## config.mk

```make
export PLATFORM = sky130hd
export DESIGN_NAME = motion_feature_config_regs
export DESIGN_NICKNAME = d
export VERILOG_FILES = /design/src/rtl/motion_cfg_pkg.sv /design/src/rtl/motion_feature_config_regs.sv /design/src/rtl/axis_remap.sv
export SDC_FILE = /design/constraint.sdc
export NUM_CORES = 1
export LEC_CHECK = 0
export ABC_CLOCK_PERIOD_IN_PS = 7430
export BUFFER_PORTS_ARGS = -buffer_cell sky130_fd_sc_hd__buf_2
export CAP_MARGIN = 10
export CELL_PAD_IN_SITES_DETAIL_PLACEMENT = 1
export CELL_PAD_IN_SITES_GLOBAL_PLACEMENT = 1
export CORE_AREA = 8 8 239 172
export DETAILED_ROUTE_END_ITERATION = 12
export DIE_AREA = 0 0 247 180
export PLACE_DENSITY = 0.84
export SLEW_MARGIN = 30
export SYNTH_ARGS = -nofsm -noshare
export SYNTH_HDL_FRONTEND = slang
export SYNTH_HIERARCHICAL = 1
export SYNTH_SLANG_ARGS = --single-unit
```

## constraint.sdc

```tcl
create_clock -name ref_clk_i -period 7.43 [get_ports ref_clk_i]
set_input_delay 0.743 -clock ref_clk_i [delete_from_list [all_inputs] [get_ports ref_clk_i]]
set_output_delay 0.743 -clock ref_clk_i [all_outputs]
set_load 0.05 [all_outputs]
```

## src/rtl/motion_cfg_pkg.sv

```systemverilog
// Package holding offsets, reset values, field layouts and types of the motion-feature bank.
package motion_cfg_pkg;

  // ==========================================================================
  // Register map
  // ==========================================================================
  localparam int ADDR_W = 8;
  localparam int DATA_W = 8;
  localparam int NREG = 9;

  localparam int IDX_TILT_SLEEP = 0;
  localparam int IDX_MOUNT = 1;
  localparam int IDX_GESTURE = 2;
  localparam int IDX_TAP_JERK = 3;
  localparam int IDX_TAP_WIN = 4;
  localparam int IDX_STEP_SENS = 5;
  localparam int IDX_WAKE_X = 6;
  localparam int IDX_WAKE_Y = 7;
  localparam int IDX_WAKE_Z = 8;

  localparam logic [ADDR_W-1:0] OFS_TILT_AND_SLEEP_TIMING = 8'h43;
  localparam logic [ADDR_W-1:0] OFS_AXIS_MOUNTING_SELECT = 8'h44;
  localparam logic [ADDR_W-1:0] OFS_SLEEP_GESTURE_WINDOW = 8'h45;
  localparam logic [ADDR_W-1:0] OFS_TAP_JERK_AND_PEAK = 8'h46;
  localparam logic [ADDR_W-1:0] OFS_TAP_SAMPLE_WINDOWS = 8'h47;
  localparam logic [ADDR_W-1:0] OFS_STEP_SENSITIVITY_SELECT = 8'h48;
  localparam logic [ADDR_W-1:0] OFS_MOTION_WAKE_THRESH_X = 8'h4a;
  localparam logic [ADDR_W-1:0] OFS_MOTION_WAKE_THRESH_Y = 8'h4b;
  localparam logic [ADDR_W-1:0] OFS_MOTION_WAKE_THRESH_Z = 8'h4c;

  localparam logic [ADDR_W-1:0] REG_OFS [NREG] = '{
    OFS_TILT_AND_SLEEP_TIMING, OFS_AXIS_MOUNTING_SELECT, OFS_SLEEP_GESTURE_WINDOW,
    OFS_TAP_JERK_AND_PEAK, OFS_TAP_SAMPLE_WINDOWS, OFS_STEP_SENSITIVITY_SELECT,
    OFS_MOTION_WAKE_THRESH_X, OFS_MOTION_WAKE_THRESH_Y, OFS_MOTION_WAKE_THRESH_Z};

  localparam logic [DATA_W-1:0] REG_RST [NREG] = '{
    8'ha4, 8'h8c, 8'h5c, 8'h45, 8'h5b, 8'h00, 8'h00, 8'h00, 8'h00};

  localparam logic [DATA_W-1:0] RDATA_UNMAPPED = 8'h00;

  // ==========================================================================
  // Field positions
  // ==========================================================================
  localparam int TILT_WAIT_LSB = 6;
  localparam int SLEEP_TO_LSB = 3;
  localparam int MOUNT_LSB = 0;
  localparam int GESTURE_LSB = 0;
  localparam int JERK_LSB = 2;
  localparam int PEAK_LSB = 0;
  localparam int TMEAS_LSB = 5;
  localparam int TENERGY_LSB = 3;
  localparam int TSINGLE_LSB = 0;
  localparam int SENS_BIT = 0;

  // ==========================================================================
  // Timing steps, in seconds and in hundredths of a second
  // ==========================================================================
  localparam logic [3:0] TILT_STEP_S = 4'h2;
  localparam logic [10:0] SLEEP_STEP_CS = 11'h080;
  localparam logic [8:0] GESTURE_STEP_CS = 9'h020;

  // A full-scale code k spans 2^(k+1) g over 2^15 counts; 1 g/256 units need >> (6-k).
  localparam logic [2:0] WAKE_SHIFT_BASE = 3'h6;

  // ==========================================================================
  // Types
  // ==========================================================================
  typedef enum logic [1:0] {FS_2G, FS_4G, FS_8G, FS_16G} full_scale_t;
  typedef enum logic [1:0] {PED_LOW_POWER, PED_HIGH_PERF, PED_LP_SLOW_WALK,
                            PED_SLOW_WALK} ped_mode_t;

  typedef struct packed {
    logic signed [15:0] x;
    logic signed [15:0] y;
    logic signed [15:0] z;
  } axes_t;

  typedef struct packed {
    logic [5:0] jerk_floor;
    logic [1:0] peak_tolerance;
    logic [1:0] measure_window;
    logic [1:0] energy_window;
    logic [2:0] single_window;
  } tap_cfg_t;

endpackage

```

## src/rtl/motion_feature_config_regs.sv

```systemverilog
// Motion-feature configuration bank with axis remap and wake-on-motion compare.
module motion_feature_config_regs (
  input wire logic ref_clk_i,                          // 200 MHz clock
  input wire logic resetn_i,                           // Synchronous reset, active low
  input wire logic ce_i,                               // Clock enable, freezes all state
  input wire logic reg_wr_i,                           // Register write strobe
  input wire logic reg_rd_i,                           // Register read strobe
  input wire logic [motion_cfg_pkg::ADDR_W-1:0] reg_addr_i,  // Register address
  input wire logic [motion_cfg_pkg::DATA_W-1:0] reg_wdata_i, // Write data
  output logic [motion_cfg_pkg::DATA_W-1:0] reg_rdata_o,     // Read data
  output logic reg_rvalid_o,                           // Read data valid pulse
  input wire logic accel_valid_i,                      // Chip-frame sample valid
  input motion_cfg_pkg::axes_t accel_i,                // Chip-frame sample
  input motion_cfg_pkg::full_scale_t full_scale_i,     // Accelerometer full scale
  input wire logic rate_25hz_i,                        // Output rate is 25 Hz, else 50 Hz up
  output motion_cfg_pkg::axes_t dev_accel_o,           // Device-frame sample
  output logic dev_valid_o,                            // Device-frame sample valid
  output logic [2:0] motion_wake_o,                    // Z,Y,X wake decision pulse
  output logic [3:0] tilt_wait_s_o,                    // Tilt delay in seconds
  output logic [10:0] sleep_timeout_cs_o,              // Sleep timeout, 10 ms units
  output logic [8:0] gesture_window_cs_o,              // Gesture window, 10 ms units
  output motion_cfg_pkg::tap_cfg_t tap_cfg_o,          // Tap tuning fields
  output motion_cfg_pkg::ped_mode_t ped_mode_o         // Pedometer mode
);
  import motion_cfg_pkg::*;

  // ==========================================================================
  // Address decode
  // ==========================================================================
  function automatic logic [NREG-1:0] decode(input logic [ADDR_W-1:0] a);
    decode = '0;
    for (int i = 0; i < NREG; i++) begin
      if (a == REG_OFS[i]) begin
        decode[i] = 1'b1;
      end
    end
  endfunction

  logic [NREG-1:0] sel;
  logic [DATA_W-1:0] cfg_r [NREG];
  logic [DATA_W-1:0] rd_mux;
  logic [DATA_W-1:0] reg_rdata_r;
  logic reg_rvalid_r;

  assign sel = decode(reg_addr_i);

  // ==========================================================================
  // Register storage
  // ==========================================================================
  // Reserved bits are stored like the rest, so a read-modify-write keeps them.
  for (genvar g = 0; g < NREG; g++) begin : g_reg
    always_ff @(posedge ref_clk_i) begin
      if (!resetn_i) begin
        cfg_r[g] <= REG_RST[g];
      end else if (ce_i && reg_wr_i && sel[g]) begin
        cfg_r[g] <= reg_wdata_i;
      end
    end
  end

  always_comb begin
    rd_mux = RDATA_UNMAPPED;
    for (int i = 0; i < NREG; i++) begin
      if (sel[i]) begin
        rd_mux = cfg_r[i];
      end
    end
  end

  always_ff @(posedge ref_clk_i) begin
    if (!resetn_i) begin
      reg_rdata_r <= RDATA_UNMAPPED;
      reg_rvalid_r <= 1'b0;
    end else if (ce_i) begin
      reg_rvalid_r <= reg_rd_i;
      if (reg_rd_i) begin
        reg_rdata_r <= rd_mux;
      end
    end
  end

  assign reg_rdata_o = reg_rdata_r;
  assign reg_rvalid_o = reg_rvalid_r;

  // ==========================================================================
  // Field decode
  // ==========================================================================
  wire [1:0] tilt_code = cfg_r[IDX_TILT_SLEEP][TILT_WAIT_LSB +: 2];
  wire [2:0] sleep_code = cfg_r[IDX_TILT_SLEEP][SLEEP_TO_LSB +: 3];
  wire [2:0] mount_code = cfg_r[IDX_MOUNT][MOUNT_LSB +: 3];
  wire [2:0] gesture_code = cfg_r[IDX_GESTURE][GESTURE_LSB +: 3];
  wire sens_bit = cfg_r[IDX_STEP_SENS][SENS_BIT];

  wire [3:0] tilt_nxt = 4'(tilt_code) * TILT_STEP_S;
  wire [10:0] sleep_nxt = (11'(sleep_code) + 11'h001) * SLEEP_STEP_CS;
  wire [8:0] gesture_nxt = (9'(gesture_code) + 9'h001) * GESTURE_STEP_CS;

  tap_cfg_t tap_nxt;
  assign tap_nxt.jerk_floor = cfg_r[IDX_TAP_JERK][JERK_LSB +: 6];
  assign tap_nxt.peak_tolerance = cfg_r[IDX_TAP_JERK][PEAK_LSB +: 2];
  assign tap_nxt.measure_window = cfg_r[IDX_TAP_WIN][TMEAS_LSB +: 2];
  assign tap_nxt.energy_window = cfg_r[IDX_TAP_WIN][TENERGY_LSB +: 2];
  assign tap_nxt.single_window = cfg_r[IDX_TAP_WIN][TSINGLE_LSB +: 3];

  ped_mode_t ped_nxt;
  assign ped_nxt = sens_bit ? (rate_25hz_i ? PED_LP_SLOW_WALK : PED_SLOW_WALK)
                            : (rate_25hz_i ? PED_LOW_POWER : PED_HIGH_PERF);

  logic [3:0] tilt_r;
  logic [10:0] sleep_r;
  logic [8:0] gesture_r;
  tap_cfg_t tap_r;
  ped_mode_t ped_r;

  always_ff @(posedge ref_clk_i) begin
    if (!resetn_i) begin
      tilt_r <= '0;
      sleep_r <= '0;
      gesture_r <= '0;
      tap_r <= '0;
      ped_r <= PED_LOW_POWER;
    end else if (ce_i) begin
      tilt_r <= tilt_nxt;
      sleep_r <= sleep_nxt;
      gesture_r <= gesture_nxt;
      tap_r <= tap_nxt;
      ped_r <= ped_nxt;
    end
  end

  assign tilt_wait_s_o = tilt_r;
  assign sleep_timeout_cs_o = sleep_r;
  assign gesture_window_cs_o = gesture_r;
  assign tap_cfg_o = tap_r;
  assign ped_mode_o = ped_r;

  // ==========================================================================
  // Axis remap and wake-on-motion
  // ==========================================================================
  axes_t remap;
  axes_t dev_r;
  logic dev_valid_r;
  logic prev_ok_r;
  logic [2:0] wake_r;
  logic [2:0] wake_nxt;

  axis_remap u_remap (
    .mount_i(mount_code),
    .chip_i(accel_i),
    .dev_o(remap)
  );

  wire [2:0] wake_shift = WAKE_SHIFT_BASE - {1'b0, full_scale_i};
  wire signed [15:0] cur_ax [3];
  wire signed [15:0] prev_ax [3];
  wire [DATA_W-1:0] thr_ax [3];
  assign cur_ax = '{remap.x, remap.y, remap.z};
  assign prev_ax = '{dev_r.x, dev_r.y, dev_r.z};
  assign thr_ax = '{cfg_r[IDX_WAKE_X], cfg_r[IDX_WAKE_Y], cfg_r[IDX_WAKE_Z]};

  // The change between samples is scaled to 1g/256 units before comparing, so the
  // threshold means the same acceleration on every full scale.
  for (genvar a = 0; a < 3; a++) begin : g_wake
    wire signed [16:0] delta = {cur_ax[a][15], cur_ax[a]} - {prev_ax[a][15], prev_ax[a]};
    wire [16:0] mag = delta[16] ? 17'(-delta) : 17'(delta);
    wire [16:0] scaled = mag >> wake_shift;
    assign wake_nxt[a] = prev_ok_r && (scaled > {9'h000, thr_ax[a]});
  end

  always_ff @(posedge ref_clk_i) begin
    if (!resetn_i) begin
      dev_r <= '0;
      dev_valid_r <= 1'b0;
      prev_ok_r <= 1'b0;
      wake_r <= '0;
    end else if (ce_i) begin
      dev_valid_r <= accel_valid_i;
      wake_r <= accel_valid_i ? wake_nxt : 3'h0;
      if (accel_valid_i) begin
        dev_r <= remap;
        prev_ok_r <= 1'b1;
      end
    end
  end

  assign dev_accel_o = dev_r;
  assign dev_valid_o = dev_valid_r;
  assign motion_wake_o = {wake_r[2], wake_r[1], wake_r[0]};
endmodule

```

## src/rtl/axis_remap.sv

```systemverilog
// Signed axis permutation from chip frame to device frame.
module axis_remap (
  input wire logic [2:0] mount_i,            // Mounting code
  input motion_cfg_pkg::axes_t chip_i,       // Chip-frame sample
  output motion_cfg_pkg::axes_t dev_o        // Device-frame sample
);
  import motion_cfg_pkg::*;

  // Negating the most negative count would wrap, so it saturates instead.
  function automatic logic signed [15:0] neg(input logic signed [15:0] v);
    neg = (v == 16'sh8000) ? 16'sh7fff : -v;
  endfunction

  always_comb begin
    case (mount_i)
      3'h0: dev_o = '{chip_i.x, chip_i.y, chip_i.z};
      3'h1: dev_o = '{chip_i.x, neg(chip_i.y), neg(chip_i.z)};
      3'h2: dev_o = '{neg(chip_i.x), chip_i.y, neg(chip_i.z)};
      3'h3: dev_o = '{neg(chip_i.x), neg(chip_i.y), chip_i.z};
      3'h4: dev_o = '{chip_i.y, chip_i.x, neg(chip_i.z)};
      3'h5: dev_o = '{chip_i.y, neg(chip_i.x), chip_i.z};
      3'h6: dev_o = '{neg(chip_i.y), chip_i.x, chip_i.z};
      default: dev_o = '{neg(chip_i.y), neg(chip_i.x), neg(chip_i.z)};
    endcase
  end

endmodule

```

==> summary.txt <==
Placed design
  – Placed inst area: 17000 um^2
  – DP HPWL: 42900 um
  – Dpl cells: 2531
  – RePlAce Congestion: 0.938
  – Port Buffers: 160
  – Pre-CTS WS: -0.163 ns

Route
  – # DRC: 0
  – Remaining antenna violation count: 0
  – Routed wire length: 55300 um
  – Starting DRT DRC Count: 1092
  – Drt wl/cell: 21.6 um
  – First-pass DRT Iterations: 5
  – DR vias/cell: 5.95
  – Via count: 15300

Floorplan
  – Starting Density: 0.402
  – IO Count: 175
  – Core Region: 37600 um^2
  – Die area: 44500 um^2
  – Die height: 180 um
  – Die span in x: 247 um
  – Num rows: 60

Power and ir drop
  – Combinational share of power: 0.537
  – NetSw: 1.76 mW
  – VDD IR max: 0.189 mV
  – Pwr/cell area: 230 nW/um^2
  – Int Pwr: 2.30 mW
  – Static leakage: 7.29 nW
  – Switching Share: 0.433
  – Total power draw: 4.06 mW
  – Flop pwr share: 0.250
  – Clock Power Share: 0.214

Synthesis
  – Yosys warnings: 6
  – Yosys top cell by area: edfxtp_1
  – Number of flops mapped to enable cells by yosys: 72
  – #FFs+latches synth: 161
  – Yosys top cell area share: 0.143
  – Post-synthesis sequential area ratio: 0.261
  – Count of cell types in the netlist: 105
  – Post-synth ARST share: 0
  – Top-count cell post-synth: nand2_1
  – Mapped Cells: 1850
  – Avg Inst Size Synth: 8.17 um^2
  – Post-synth top cells: nand2_1, nor2_1, inv_1, o21ai_0, dfxtp_1
  – Post-synth top flop: dfxtp_1
  – Synth area leaders: edfxtp_1, dfxtp_1, ha_1
  – Cell Area, Synth: 15100 um^2

Clock tree
  – H-tree lvl count: 4
  – Root Buffer: clkbuf_16
  – Clk slew on worst S/H paths: 0.07 ns
  – Clk sinks: 161
  – Clock Path Buffers: 2
  – Hold_buf cts: 0
  – CTS tree: done
  – Num CTS Buffers: 17
  – Clock latency at the later pin of the worst-skew pair: 0.46 ns

Worst setup path
  – Cell repeated most along the worst path: o21a_1
  – Worst setup path category: in -> reg
  – Crit path capture type: flop
  – Crit Path Max Fanout: 5
  – Reg2reg path depth: 26
  – CP peak stage delay: 0.49 ns
  – CP max stage cell: or4b_4
  – Crit Reg-Reg Startpoint: cfg_r[1][0]
  – Worst reg2reg endpoint: motion_wake_o[2]
  – CP required: 7.77 ns
  – Register-to-Register Setup Slack: 0.39 ns
  – CP Launch Type: primary input
  – Critical path arrival: 7.46 ns

Cells and area
  – Finished Cell Area: 17600 um^2
  – Share of cells above drive strength 1: 0.202
  – Fill cell count: 4597
  – Sequential Area: 3940 um^2
  – Area Overhead vs Synth: 16.7%
  – Nets: 2213
  – Footprint of the multi-input gates: 10400 um^2
  – Fin cells: 2565
  – Final Util: 0.469

STA
  – Final min period: 7.12 ns
  – Max-slew headroom: 0.321
  – Worst hold slack: 0.480 ns
  – Fmax: 140 MHz
  – Period utilisation layout: 0.959
  – Slack of the critical path: 0.307 ns
  – Max-slew violations: 0
  – Slew @ Worst Pin: 1.02 ns
  – Fin. Hold Viols: 0
  – Final setup viols: 0
  – Setup TNS: 0 ns
  – Worst Clk Skew: 0.0137 ns

GRT
  – Initial antenna violation count: 1
  – GRT overflow: 0
  – First-pass GRT wire length: 87400 um
  – Number of global-route vias before repair: 15700
  – Tot GR Track Use: 0.242
  – Largest net degree at the start of global routing: 99

Hold path
  – Hold endpoint: sleep_timeout_cs_o[7]
  – Hold Crit Class: reg -> reg
  – Critical hold path startpoint: sleep_timeout_cs_o[7]
  – Hold depth: 1

Status
  – Status: finished clean

Job
  – Total of max-cap violations: 0
[cell usage in the layout, fill, tap and decap left out, drive strengths merged, types with 72 or more instances in the layout]
| cell | n |
|---|---|
| o21ai | 96 |
| inv | 104 |
| edfxtp | 72 |
| nand2 | 230 |
| dfxtp | 89 |
| buf | 287 |
| nor2 | 110 |
| and2 | 73 |
| ha | 81 |
| a21oi | 86 |
[repair_timing]
item / in CTS / in global routing
gates resized for setup: 0 / 21
setup endpoints to repair: 0 / 2
setup buffers: 0 / 2
[worst max path at each step]
stage	cells past startpoint	end	slack, ns	from
3_5_place_dp	33	motion_wake_o[1]	-0.16	accel_i[32]
4_1_cts	39	motion_wake_o[0]	0.19	accel_i[16]
6_report	35	motion_wake_o[1]	0.31	accel_i[32]
5_1_grt	35	motion_wake_o[1]	-0.01	accel_i[32]
2_1_floorplan	32	motion_wake_o[1]	0.35	accel_i[32]
3_3_place_gp	37	motion_wake_o[0]	-0.09	accel_i[16]
[metal layers]
layer | vias up | routed length, um | share of wire | track usage
met1 | 7586 | 24500 | 0.44 | 0.314
met2 | 420 | 26600 | 0.48 | 0.407
met3 | 105 | 2780 | 0.050 | 0.0422
li1 | 7162 | - | - | -
met5 | - | 0 | 0 | 0
met4 | 0 | 1410 | 0.025 | 0.0729
[kinds of logic after synthesis]
family	synth area share
DFF	0.261
buffers and inverters	0.0621
xor gates and xnor gates	0.0485
and+or+nand+nor	0.252
adders and majority gates	0.0710
other	0.000248
muxes	0.0738
AOI/OAI and AO/OA	0.231
[power groups by stage]
stage | Sequential [mW] | Clock (mW) | Combinational (mW)
5_1_grt | 1.02 | 0.909 | 2.37
2_1_floorplan | 1.11 | 0 | 1.36
3_5_place_dp | 1.03 | 0 | 2.11
6_report | 1.01 | 0.867 | 2.18
4_1_cts | 1.01 | 0.875 | 2.13
3_3_place_gp | 1.03 | 0 | 2.01
[layout make-up]
class,instances,share of cell area
multi-input combinational,1486,0.588
sequential,161,0.224
timing repair buffer,287,0.101
tap,496,0.0352
clock buffer,19,0.0245
inverter,103,0.0219
clock inverter,12,0.00617
antenna,1,0.000142
[sequential cells by signal, summed over array words and instances (netlist names)]
name                 count
cfg_r                   72
dev_accel_o             48
tap_cfg_o               15
reg_rdata_o              8
gesture_window_cs_o      4
sleep_timeout_cs_o       4
motion_wake_o            3
ped_mode_o               2
tilt_wait_s_o            2
dev_valid_o              1
prev_ok_r                1
reg_rvalid_o             1
[worst max-delay path: cells and delay by family]
kind / cells / cell delay [ns]
buffers and inverters: 5 / 0.69
multiplexers: 2 / 0.43
XOR/XNOR: 1 / 0.15
adder cells (fa/ha/maj): 3 / 0.71
AND/OR/NAND/NOR: 8 / 1.79
AO/OA/AOI/OAI: 16 / 2.92
Note: power is estimated with default switching activity, not from simulation.
